File: src/hdl/startup_defs.svh
`ifndef STARTUP_DEFS_SVH
`define STARTUP_DEFS_SVH

// minimum captured low pulse on the power-down pin
`define PD_MIN_LOW_NS      200
`define CLK_PERIOD_NS      50
// cycles of settled low needed before the low counts (rounded down, at least one)
`define PD_FILT_CYCLES     ((`PD_MIN_LOW_NS / `CLK_PERIOD_NS) > 1 ? (`PD_MIN_LOW_NS / `CLK_PERIOD_NS) : 1)
`define PD_CNT_W           4
// default calibration length, cycles
`define CAL_CYCLES_DEF     64
`define CAL_CNT_W          16
// three-level strap encodings
`define STRAP_LOW          2'h0
`define STRAP_MID          2'h1
`define STRAP_HIGH         2'h2
`define PAGE_W             4
`define PAGE_RADIX         4'h3
// number of legal pages from two three-level straps
`define PAGE_COUNT         4'h9

`endif

File: src/hdl/startup_pkg.sv
`default_nettype none
package startup_pkg;
   typedef enum logic [5:0] {
      ST_POWERED_DOWN = 6'h01,
      ST_POR_WAIT     = 6'h02,
      ST_SAMPLE       = 6'h04,
      ST_CALIBRATE    = 6'h08,
      ST_RUN          = 6'h10,
      ST_SOFT_RESET   = 6'h20
   } seq_state_type;
endpackage
`default_nettype wire

File: src/hdl/startup_seq.sv
// What this block does
// - Power-down low keeps everything off and serial control ignored.
// - Power-down rising edge launches power-on reset, then start-up, then running.
// - Stay in reset until supplies and power-down pin are both qualified.
// - Interface strap sampled at start-up: high selects SPI, low I2C.
// - Two three-level page straps sampled at start-up choose the ROM page.
// - Soft reset after settling restarts VCO calibration and PLL start-up.
// - Third analog PLL skips calibration, locks on valid oscillator reference.
`timescale 1ns/100ps
`default_nettype none
`include "startup_defs.svh"

module startup_seq
   import startup_pkg::*;
#(
   parameter int CAL_CYCLES = `CAL_CYCLES_DEF
) (
   input  wire logic                CLK_SYS_IN,
   input  wire logic                RSTN_IN,
   input  wire logic                POWER_DOWN_N_IN,
   input  wire logic                SUPPLY_OK_IN,
   input  wire logic                PD_ABOVE_VIH_IN,
   input  wire logic                INTERFACE_SELECT_STRAP_IN,
   input  wire logic [1:0]          ROM_PAGE_STRAP_LOW_IN,
   input  wire logic [1:0]          ROM_PAGE_STRAP_HIGH_IN,
   input  wire logic                SOFT_RESET_BIT_IN,
   input  wire logic                OSC_VALID_IN,
   input  wire logic                CAL_DONE_IN,
   output logic                     POWERED_OUT,
   output logic                     SERIAL_ENABLE_OUT,
   output logic                     SPI_SELECT_OUT,
   output logic [`PAGE_W-1:0]       ROM_PAGE_OUT,
   output logic                     ROM_LOAD_OUT,
   output logic                     CAL_START_OUT,
   output logic                     PLL_LOCK_ENABLE_OUT,
   output logic                     THIRD_PLL_ENABLE_OUT,
   output logic                     THIRD_DPLL_REF_OK_OUT,
   output logic                     RUNNING_OUT
);
   logic rst_s1;
   logic rst_n;
   // reset released through two flops, asserted at once
   always_ff @(posedge CLK_SYS_IN or negedge RSTN_IN) begin
      if (!RSTN_IN) begin
         rst_s1 <= 1'b0;
         rst_n  <= 1'b0;
      end else begin
         rst_s1 <= 1'b1;
         rst_n  <= rst_s1;
      end
   end

   logic pd_n;
   pd_filter u_pd_filter (
      .clk_in      (CLK_SYS_IN),
      .rst_n_in    (rst_n),
      .pin_n_in    (POWER_DOWN_N_IN),
      .level_n_out (pd_n)
   );

   // pin-side inputs all pass two flops before use
   localparam int PW = 8;
   logic [PW-1:0] pin_s1;
   logic [PW-1:0] pin_s2;
   logic [PW-1:0] pin_raw;
   assign pin_raw = {SUPPLY_OK_IN, PD_ABOVE_VIH_IN, INTERFACE_SELECT_STRAP_IN, ROM_PAGE_STRAP_LOW_IN,
                     ROM_PAGE_STRAP_HIGH_IN, OSC_VALID_IN};
   always_ff @(posedge CLK_SYS_IN or negedge rst_n) begin
      if (!rst_n) begin
         pin_s1 <= '0;
         pin_s2 <= '0;
      end else begin
         pin_s1 <= pin_raw;
         pin_s2 <= pin_s1;
      end
   end
   logic       supply_ok;
   logic       pd_vih;
   logic       if_strap;
   logic [1:0] pg_lo;
   logic [1:0] pg_hi;
   logic       osc_valid;
   assign {supply_ok, pd_vih, if_strap, pg_lo, pg_hi, osc_valid} = pin_s2;

   // soft-reset edge: the bit is set by same-clock logic
   logic swr_d;
   logic swr_rise;
   assign swr_rise = SOFT_RESET_BIT_IN && !swr_d;

   seq_state_type             state;
   seq_state_type             next_state;
   logic                      spi_sel;
   logic                      next_spi_sel;
   logic [`PAGE_W-1:0]        page;
   logic [`PAGE_W-1:0]        next_page;
   logic                      rom_load;
   logic                      next_rom_load;
   logic                      cal_start;
   logic                      next_cal_start;
   logic [`CAL_CNT_W-1:0]     cal_cnt;
   logic [`CAL_CNT_W-1:0]     next_cal_cnt;
   logic                      dref_ok;
   logic                      next_dref_ok;

   // sequencer next-state; a power-down low wins from any state
   always_comb begin
      next_state     = state;
      next_spi_sel   = spi_sel;
      next_page      = page;
      next_rom_load  = 1'b0;
      next_cal_start = 1'b0;
      next_cal_cnt   = cal_cnt;
      next_dref_ok   = dref_ok && osc_valid;
      if (!pd_n) begin
         next_state   = ST_POWERED_DOWN;
         next_dref_ok = 1'b0;
      end else begin
         case (state)
            ST_POWERED_DOWN: begin
               next_state = ST_POR_WAIT;
            end
            ST_POR_WAIT: begin
               if (supply_ok && pd_vih) begin
                  next_state = ST_SAMPLE;
               end
            end
            ST_SAMPLE: begin
               next_spi_sel  = if_strap;
               // base-three page index from the two straps
               next_page     = `PAGE_W'(pg_hi) * `PAGE_RADIX + `PAGE_W'(pg_lo);
               next_rom_load = 1'b1;
               next_state    = ST_CALIBRATE;
               next_cal_start = 1'b1;
               next_cal_cnt  = '0;
            end
            ST_CALIBRATE: begin
               // limit: the count runs on even if the oscillator was bad
               next_cal_cnt = cal_cnt + `CAL_CNT_W'(1);
               if (CAL_DONE_IN || cal_cnt >= `CAL_CNT_W'(CAL_CYCLES - 1)) begin
                  next_state = ST_RUN;
               end
            end
            ST_RUN: begin
               if (swr_rise) begin
                  next_state = ST_SOFT_RESET;
               end
               if (osc_valid) begin
                  next_dref_ok = 1'b1;
               end
            end
            ST_SOFT_RESET: begin
               next_state     = ST_CALIBRATE;
               next_cal_start = 1'b1;
               next_cal_cnt   = '0;
            end
            default: begin
               next_state = ST_POWERED_DOWN;
            end
         endcase
      end
   end

   always_ff @(posedge CLK_SYS_IN or negedge rst_n) begin
      if (!rst_n) begin
         state     <= ST_POWERED_DOWN;
         spi_sel   <= 1'b0;
         page      <= '0;
         rom_load  <= 1'b0;
         cal_start <= 1'b0;
         cal_cnt   <= '0;
         dref_ok   <= 1'b0;
         swr_d     <= 1'b0;
      end else begin
         state     <= next_state;
         spi_sel   <= next_spi_sel;
         page      <= next_page;
         rom_load  <= next_rom_load;
         cal_start <= next_cal_start;
         cal_cnt   <= next_cal_cnt;
         dref_ok   <= next_dref_ok;
         swr_d     <= SOFT_RESET_BIT_IN;
      end
   end

   // registered outputs, decoded one cycle after the state
   always_ff @(posedge CLK_SYS_IN or negedge rst_n) begin
      if (!rst_n) begin
         POWERED_OUT           <= 1'b0;
         SERIAL_ENABLE_OUT     <= 1'b0;
         SPI_SELECT_OUT        <= 1'b0;
         ROM_PAGE_OUT          <= '0;
         ROM_LOAD_OUT          <= 1'b0;
         CAL_START_OUT         <= 1'b0;
         PLL_LOCK_ENABLE_OUT   <= 1'b0;
         THIRD_PLL_ENABLE_OUT  <= 1'b0;
         THIRD_DPLL_REF_OK_OUT <= 1'b0;
         RUNNING_OUT           <= 1'b0;
      end else begin
         POWERED_OUT           <= (state != ST_POWERED_DOWN);
         SERIAL_ENABLE_OUT     <= (state == ST_RUN) || (state == ST_CALIBRATE) || (state == ST_SOFT_RESET);
         SPI_SELECT_OUT        <= spi_sel;
         ROM_PAGE_OUT          <= page;
         ROM_LOAD_OUT          <= rom_load;
         CAL_START_OUT         <= cal_start;
         PLL_LOCK_ENABLE_OUT   <= (state == ST_RUN);
         // no calibration for the third pll, it just waits for the oscillator
         THIRD_PLL_ENABLE_OUT  <= (state != ST_POWERED_DOWN) && (state != ST_POR_WAIT) && osc_valid;
         THIRD_DPLL_REF_OK_OUT <= dref_ok && osc_valid;
         RUNNING_OUT           <= (state == ST_RUN);
      end
   end

   AST_PD_LOW_SHUTS: assert property (@(posedge CLK_SYS_IN) disable iff (!rst_n)
      !pd_n |-> ##2 (!POWERED_OUT && !SERIAL_ENABLE_OUT))
      else $error("device active during power-down");
   AST_POR_ON_RISE: assert property (@(posedge CLK_SYS_IN) disable iff (!rst_n)
      (state == ST_POWERED_DOWN && pd_n) |=> state == ST_POR_WAIT)
      else $error("power-down release did not start por");
   AST_POR_QUAL: assert property (@(posedge CLK_SYS_IN) disable iff (!rst_n)
      (state == ST_POR_WAIT && !(supply_ok && pd_vih)) |=> state != ST_SAMPLE)
      else $error("start-up without qualified supplies");
   AST_IF_STRAP: assert property (@(posedge CLK_SYS_IN) disable iff (!rst_n)
      (state == ST_SAMPLE && pd_n) |-> ##2 SPI_SELECT_OUT == $past(if_strap, 2))
      else $error("interface strap not captured");
   AST_PAGE_LOAD: assert property (@(posedge CLK_SYS_IN) disable iff (!rst_n)
      (state == ST_SAMPLE && pd_n) |-> ##2 (ROM_LOAD_OUT && ROM_PAGE_OUT < `PAGE_COUNT))
      else $error("rom page not loaded");
   AST_SOFT_RECAL: assert property (@(posedge CLK_SYS_IN) disable iff (!rst_n)
      (state == ST_RUN && swr_rise && pd_n) |-> ##[3:4] CAL_START_OUT)
      else $error("soft reset did not restart calibration");
   AST_DREF_NEEDS_OSC: assert property (@(posedge CLK_SYS_IN) disable iff (!rst_n)
      THIRD_DPLL_REF_OK_OUT |-> $past(osc_valid))
      else $error("digital pll reference validated without oscillator");
endmodule
`default_nettype wire

File: src/hdl/pd_filter.sv
`timescale 1ns/100ps
`default_nettype none
`include "startup_defs.svh"

// synchronises the power-down pin and rejects lows too short to capture
module pd_filter #(
   parameter int FILT_CYCLES = `PD_FILT_CYCLES
) (
   input  wire logic clk_in,
   input  wire logic rst_n_in,
   input  wire logic pin_n_in,
   output logic      level_n_out
);
   logic                 sync1;
   logic                 sync2;
   logic [`PD_CNT_W-1:0] cnt;
   logic [`PD_CNT_W-1:0] next_cnt;
   logic                 level_n;
   logic                 next_level_n;

   // filter: only a low that stands FILT_CYCLES counts, a high counts at once
   always_comb begin
      next_cnt     = cnt;
      next_level_n = level_n;
      if (sync2) begin
         next_cnt     = '0;
         next_level_n = 1'b1;
      end else if (cnt >= `PD_CNT_W'(FILT_CYCLES - 1)) begin
         next_level_n = 1'b0;
      end else begin
         next_cnt = cnt + `PD_CNT_W'(1);
      end
   end

   // sync1 only feeds sync2
   always_ff @(posedge clk_in or negedge rst_n_in) begin
      if (!rst_n_in) begin
         sync1   <= 1'b0;
         sync2   <= 1'b0;
         cnt     <= '0;
         level_n <= 1'b0;
      end else begin
         sync1   <= pin_n_in;
         sync2   <= sync1;
         cnt     <= next_cnt;
         level_n <= next_level_n;
      end
   end

   assign level_n_out = level_n;

   // a low only counts after the synchronised pin stood low four samples in a row
   AST_SHORT_LOW_IGNORED: assert property (@(posedge clk_in) disable iff (!rst_n_in)
      $fell(level_n) |-> (!$past(sync2, 1) && !$past(sync2, 2) && !$past(sync2, 3) && !$past(sync2, 4)))
      else $error("low pulse taken without filtering");
endmodule
`default_nettype wire

File: config.mk
export PLATFORM = sky130hd
export DESIGN_NAME = startup_seq
export DESIGN_NICKNAME = d
export VERILOG_FILES = /design/src/hdl/startup_pkg.sv /design/src/hdl/startup_seq.sv /design/src/hdl/pd_filter.sv
export VERILOG_INCLUDE_DIRS = /design/src /design/src/hdl
export SDC_FILE = /design/constraint.sdc
export NUM_CORES = 1
export LEC_CHECK = 0
export ABC_AREA = 1
export ABC_CLOCK_PERIOD_IN_PS = 1900
export BUFFER_PORTS_ARGS = -buffer_cell sky130_fd_sc_hd__buf_2
export CORE_AREA = 2 2 94 96
export CTS_CLUSTER_DIAMETER = 80
export DETAILED_ROUTE_END_ITERATION = 12
export DIE_AREA = 0 0 96 98
export GPL_TIMING_DRIVEN = 0
export PLACE_DENSITY = 0.59
export SETUP_SLACK_MARGIN = 0.05
export SYNTH_ARGS = -nofsm -noshare
export SYNTH_HDL_FRONTEND = slang
export SYNTH_SLANG_ARGS = --single-unit
File: constraint.sdc
create_clock -name CLK_SYS_IN -period 1.9 [get_ports CLK_SYS_IN]
set_clock_uncertainty 0.05 [all_clocks]
set_input_delay 0.19 -clock CLK_SYS_IN [delete_from_list [all_inputs] [get_ports CLK_SYS_IN]]
set_output_delay 0.19 -clock CLK_SYS_IN [all_outputs]
set_load 0.005 [all_outputs]
# Word level (Yosys, flattened, before mapping)
# Index checks and enable logic that the tools add are counted.
# Widths: inputs -> output; s select.
# classes
n_addsub	3
multipliers	1
magnitude_cmp	2
eq_ne	12
muxes	17
reduce_logical	15
# op_table
operator	count
$pmux 16 s2	1
$pmux 6 s5	1
$mux 6	4
$add 16x1->16 const B	1
$ge 16x6->1 const B	1
$mux 1	9
$ne 3x3->1 const B	3
$mux 4	2
$eq 6x1->1 const B	1
$eq 6x2->1 const B	1
$eq 6x3->1 const B	1
$eq 6x4->1 const B	1
$eq 6x5->1 const B	1
$eq 6x6->1 const B	1
$ne 6x1->1 const B	1
$ne 6x2->1 const B	1
$logic_and 1x1->1	5
$add 4x1->4 const B	1
$add 4x2->4	1
$ge 4x2->1 const B	1
$mul 2x2->4 const B	1
$reduce_and 2->1	2
$reduce_bool 2->1	2
$logic_or 1x1->1	3
4 further kinds	4
# totals
regBits	68
in_bits	13
output_inout_bits	13
elab_cells	75

# Longest topological paths before layout
# logic_depth
word_depth	5
mapped_depth	9
mapped_depth_nobuf	9

# Cells and area by module
# A second synthesis with hierarchy kept.
# unflattened
cells_unflattened	299
area_unflattened_um2	2813.9
# by_module_without_submodules
mod	instances	cells_per_inst	area_each_um2	seq_area_each_um2
startup_seq	1	273	2544.9	1527.7
pd_filter	1	26	269.0	175.2

# Least setup slack after synthesis
# No wires, ideal clock.
# synth_timing
path_type	reg-to-reg
startpoint	register pin_s2[1]
endpoint	register page[2]
setup_ns	0.126
t_arrival_ns	1.616
required_time_ns	1.724
slack_ns	0.108
stages_incl_launch_ff	6
n_path_buf	0
synth_period_minus_slack_ns	1.792
path_cell_list	dfrtp_1 > fa_1 > ha_1 > inv_1 > fa_1 > o21ai_0
# synth_via
elab_chain_cells	2
# synth_lines
element	line_no	text
start, declared	startup_seq.sv:64	logic [PW-1:0] pin_s2;
start signal, assigned	startup_seq.sv:74	pin_s2 <= pin_s1;
$mul 2x2->4 (no source line)	-	
$add 4x2->4 (no source line)	-	
end signal, assigned	startup_seq.sv:176	page <= next_page;
end, declared	startup_seq.sv:94	logic [`PAGE_W-1:0] page;
# No other way between the ends.
# A chain may end at the register's enable or synchronous reset.

# Final worst setup path
# layout_timing
startpoint	register pin_s2[4]
endpoint	register page[2]
# layout_via
elab_chain_cells	1
# layout_lines
element
$add 4x2->4 (no source line)
# No other way between the ends.

==> impl_results.html <==
<table>
<tr><th>Metric</th><th>Value</th></tr>
<tr><th colspan="2">Global route</th></tr>
<tr><td>Antenna violations before repair</td><td>0</td></tr>
<tr><td>Maximum number of pins on one net before global-route repair</td><td>67</td></tr>
<tr><td>First-pass GRT wire length</td><td>9.03 mm</td></tr>
<tr><td>Grt total ovfl</td><td>0</td></tr>
<tr><td>Total global-route track usage</td><td>12.7%</td></tr>
<tr><td>Vias in the first global route</td><td>1988</td></tr>
<tr><th colspan="2">Yosys</th></tr>
<tr><td>Post-synthesis cell count</td><td>297</td></tr>
<tr><td>Cell area after technology mapping</td><td>2850 um^2</td></tr>
<tr><td>Top cell type's share of synthesized area</td><td>58.9%</td></tr>
<tr><td>Register bit count reported by yosys</td><td>68</td></tr>
<tr><td>Post-Synthesis Net Count</td><td>316</td></tr>
<tr><td>Ys async rst share</td><td>100%</td></tr>
<tr><td>Post-synthesis area per instance</td><td>9.59 um^2</td></tr>
<tr><td>Cell accounting for the most synthesized area</td><td>sky130_fd_sc_hd__dfrtp_1</td></tr>
<tr><td>Top FF cell, synth</td><td>sky130_fd_sc_hd__dfrtp_1</td></tr>
<tr><td>Synth area leaders</td><td>sky130_fd_sc_hd__dfrtp_1 (59%), sky130_fd_sc_hd__nand2_1 (8.2%), sky130_fd_sc_hd__nor2_1 (6.2%), sky130_fd_sc_hd__inv_1 (4.0%), sky130_fd_sc_hd__nand3_1 (3.7%)</td></tr>
<tr><td>Number of warnings reported in the yosys synthesis log</td><td>0</td></tr>
<tr><td>Leading post-synthesis cells by instance count</td><td>sky130_fd_sc_hd__dfrtp_1 (67), sky130_fd_sc_hd__nand2_1 (62), sky130_fd_sc_hd__nor2_1 (47)</td></tr>
<tr><td>Number of distinct library cells after synthesis</td><td>29</td></tr>
<tr><td>Dominant cell by count in the synthesized netlist</td><td>sky130_fd_sc_hd__dfrtp_1</td></tr>
<tr><td>Sequential share of the synthesized area</td><td>59.8%</td></tr>
<tr><td>Count of flip-flops with a built-in enable after synthesis</td><td>0</td></tr>
<tr><th colspan="2">Worst setup path</th></tr>
<tr><td>Startpoint type of the worst setup path</td><td>register</td></tr>
<tr><td>Worst-path fanout max</td><td>1</td></tr>
<tr><td>Slowest-stage cell, CP</td><td>sky130_fd_sc_hd__fa_1</td></tr>
<tr><td>Critical Path Most Common Cell</td><td>sky130_fd_sc_hd__fa_1</td></tr>
<tr><td>Crit path DAT</td><td>2.00 ns</td></tr>
<tr><td>Kind of end point of the critical path</td><td>register</td></tr>
<tr><td>Stage delay of the slowest cell on the critical path</td><td>0.54 ns</td></tr>
<tr><td>Critical-path cell list</td><td>fa_1 -&gt; ha_1 -&gt; inv_1 -&gt; fa_1 -&gt; o21ai_1</td></tr>
<tr><td>Setup Crit Path Kind</td><td>register to register</td></tr>
<tr><td>Required time of the critical path</td><td>2.07 ns</td></tr>
<tr><th colspan="2">STA</th></tr>
<tr><td>Unrepaired setup endpoints after global routing</td><td>true</td></tr>
<tr><td>Final critical-path share of the clock period</td><td>96.2%</td></tr>
<tr><td>Achievable frequency</td><td>547 MHz</td></tr>
<tr><td>Fin crit period</td><td>1.83 ns</td></tr>
<tr><td>Final Setup Violations</td><td>0</td></tr>
<tr><td>Fin Setup TNS</td><td>0 ns</td></tr>
<tr><td>Tightest Pin Transition</td><td>0.822 ns</td></tr>
<tr><td>Number of hold-slack violations in the final timing report</td><td>0</td></tr>
<tr><td>Worst Setup Slack, final</td><td>0.0726 ns</td></tr>
<tr><td>Final Max Tran Viols</td><td>0</td></tr>
<tr><td>Worst hold margin</td><td>0.103 ns</td></tr>
<tr><td>Remaining max-slew budget at the tightest pin</td><td>45.2%</td></tr>
<tr><th colspan="2">Drt</th></tr>
<tr><td>Per-cell routed wire length</td><td>11.3 um</td></tr>
<tr><td>Iteration-0 DRC Markers</td><td>80</td></tr>
<tr><td>Vias per cell</td><td>4.40</td></tr>
<tr><td>Number of antenna-violating nets in the routed design</td><td>0</td></tr>
<tr><td>Count of vias placed by the detailed router</td><td>2015</td></tr>
<tr><td>Detailed-router iteration count before antenna repair</td><td>4</td></tr>
<tr><td>DRT Wirelength</td><td>5.16 mm</td></tr>
<tr><td>Remaining design rule violation count</td><td>0</td></tr>
<tr><th colspan="2">CTS</th></tr>
<tr><td>CTS tree</td><td>built</td></tr>
<tr><td>Clk sinks</td><td>68</td></tr>
<tr><td>Clock root buffer</td><td>sky130_fd_sc_hd__clkbuf_8</td></tr>
<tr><td>Cts bufs inserted</td><td>9</td></tr>
<tr><td>Source-to-sink clock delay at the later pin of the worst-skew pair</td><td>0.34 ns</td></tr>
<tr><td>Deepest clock path buffer count</td><td>2</td></tr>
<tr><td>H-tree depth reported by CTS</td><td>3</td></tr>
<tr><td>CTS clock-pin slew for the worst setup and hold paths</td><td>0.07 ns</td></tr>
<tr><th colspan="2">Layout</th></tr>
<tr><td>Proportion of layout cells with a drive suffix above 1</td><td>20.3%</td></tr>
<tr><td>Count of filler cells inserted in the layout</td><td>807</td></tr>
<tr><td>Number of antenna diodes</td><td>0</td></tr>
<tr><td>Final core utilization</td><td>40.5%</td></tr>
<tr><td>Post-synthesis to final-layout area growth</td><td>20.5%</td></tr>
<tr><td>Nets@finish</td><td>364</td></tr>
<tr><th colspan="2">Placement</th></tr>
<tr><td>Final weighted congestion in routability-driven placement</td><td>0.895</td></tr>
<tr><td>Post-placement worst setup slack</td><td>-0.00361 ns</td></tr>
<tr><td>Port buffer count</td><td>25</td></tr>
<tr><td>Total half-perimeter wirelength after legalization and detailed placement</td><td>3.61 mm</td></tr>
<tr><th colspan="2">Power and ir drop</th></tr>
<tr><td>Total power consumption of the routed design</td><td>3.68 mW</td></tr>
<tr><td>Proportion of power drawn by the clock network</td><td>32.4%</td></tr>
<tr><td>Combinational power share</td><td>17.1%</td></tr>
<tr><td>Internal</td><td>2.58 mW</td></tr>
<tr><td>Switching power of the nets</td><td>1.09 mW</td></tr>
<tr><td>Pwr/cell area</td><td>1070 nW/um^2</td></tr>
<tr><td>Sequential share of power</td><td>50.5%</td></tr>
<tr><td>Pleak</td><td>1.69 nW</td></tr>
<tr><td>Net switching fraction of the power</td><td>29.7%</td></tr>
<tr><td>Largest vdd supply drop</td><td>370 uV</td></tr>
<tr><th colspan="2">Hold path</th></tr>
<tr><td>Min-delay worst type</td><td>input pin to async pin</td></tr>
<tr><th colspan="2">Floorplanning</th></tr>
<tr><td>Horizontal extent of the die</td><td>96 um</td></tr>
<tr><td>Boundary pin count</td><td>26</td></tr>
<tr><td>Die area</td><td>9410 um^2</td></tr>
<tr><td>Placeable core region</td><td>8470 um^2</td></tr>
<tr><td>Placement Rows</td><td>34</td></tr>
<tr><td>Chip Height</td><td>98 um</td></tr>
<tr><td>Initial Util</td><td>33.6%</td></tr>
<tr><th colspan="2">Status</th></tr>
<tr><td>Run status</td><td>complete, no violations</td></tr>
<tr><th colspan="2">Run</th></tr>
<tr><td>Max-Cap Viols</td><td>0</td></tr>
</table>
## registers in the layout, summed over array words and instances (netlist names), 4 cells and up
register         cells
cal_cnt             16
pin_s1               8
page                 4
ROM_PAGE_OUT         4
state                6
pin_s2               8
u_pd_filter.cnt      4
## path summary, 6_finish.rpt
path,depth (start not counted),from,end,slack (ns)
setup / recovery,5,pin_s2[4]$_DFF_PN0_,page[2]$_DFFE_PN0P_,0.07
hold / removal,2,RSTN_IN,rst_s1$_DFF_PN0_,0.10
setup reg to reg,5,pin_s2[4]$_DFF_PN0_,page[2]$_DFFE_PN0P_,0.07
hold reg to reg,0,pin_s1[6]$_DFF_PN0_,pin_s2[6]$_DFF_PN0_,0.30
max in group asynchronous,0,rst_n$_DFF_PN0_,cal_cnt[12]$_DFFE_PN0P_,0.88
min in group CLK_SYS_IN,4,CAL_DONE_IN,state[3]$_DFFE_PN0P_,0.11
## metal layers
metal | wire, um | share of wire (%) | track usage [%] | vias to the layer above
met5 | 0 | 0 | 0 | -
met4 | 108 | 2.1 | 5.71 | 0
met3 | 166 | 3.2 | 4.48 | 8
met2 | 2470 | 48 | 19.1 | 32
met1 | 2410 | 47 | 16.3 | 935
li1 | - | - | - | 1040
## final cells by class
cell class	count	area, um^2	area share, %
flip-flops and latches	68	1710	49.7
multi-input cells	193	996	29.0
repair buffers	37	243	7.08
clock buffers	10	138	4.01
well taps	108	135	3.94
inverters	34	130	3.79
clock inverters	6	63.8	1.86
plain buffers	2	18.8	0.547
## stage by stage
| step | cells | area [um^2] |
|---|---|---|
| after global placement | 430 | 3110 |
| final | 458 | 3430 |
| after detailed placement | 430 | 3110 |
| after global routing | 458 | 3430 |
| after CTS | 457 | 3420 |
| after floorplan | 297 | 2850 |
## layout by cell type (no fill, tap or decap), types with 3 or more instances in the layout
cell / count
sky130_fd_sc_hd__a21oi_1: 6
sky130_fd_sc_hd__buf_2: 25
sky130_fd_sc_hd__clkbuf_8: 10
sky130_fd_sc_hd__dfrtp_1: 66
sky130_fd_sc_hd__dlygate4sd3_1: 11
sky130_fd_sc_hd__ha_1: 4
sky130_fd_sc_hd__inv_1: 30
sky130_fd_sc_hd__inv_2: 3
sky130_fd_sc_hd__nand2_1: 62
sky130_fd_sc_hd__nand2_4: 3
sky130_fd_sc_hd__nand3_1: 21
sky130_fd_sc_hd__nand4_1: 7
sky130_fd_sc_hd__nor2_1: 47
sky130_fd_sc_hd__nor2_2: 6
sky130_fd_sc_hd__nor2_4: 6
sky130_fd_sc_hd__o21ai_0: 11
sky130_fd_sc_hd__o21ai_1: 4
## cells by family after synthesis
family          count (synthesis)  share of synthesized area [%]
other cells                     1                          0.132
xor+xnor                        2                          0.615
compound gates                 24                           4.48
fa+ha+maj                       6                           3.16
simple gates                  160                           26.6
buf+inv                        36                           5.23
flops                          68                           59.8
## worst max-delay path: cells and delay by family, from the launching register on
family / cells / cell delay, ns
DFF: 1 / 0.40
AOI/OAI and AO/OA: 1 / 0.06
adders and majority gates: 3 / 1.16
buffers and inverters: 1 / 0.04
## power groups by stage
stage | clock (mW) | combinational [mW] | sequential [mW]
6_report | 1.19 | 0.631 | 1.86
5_1_grt | 1.30 | 0.736 | 1.90
4_1_cts | 1.23 | 0.639 | 1.86
2_1_floorplan | 0 | 0.429 | 1.86
3_3_place_gp | 0 | 0.599 | 1.88
3_5_place_dp | 0 | 0.618 | 1.89
## timing repair
action	4_1_cts	5_1_grt
resized for setup	1	0
setup endpoints to repair	1	1
pin swaps	1	1
buffers inserted	0	1
hold endpoints to repair	12	0
hold buffers	11	0
Power figures use the tool's default switching activity.
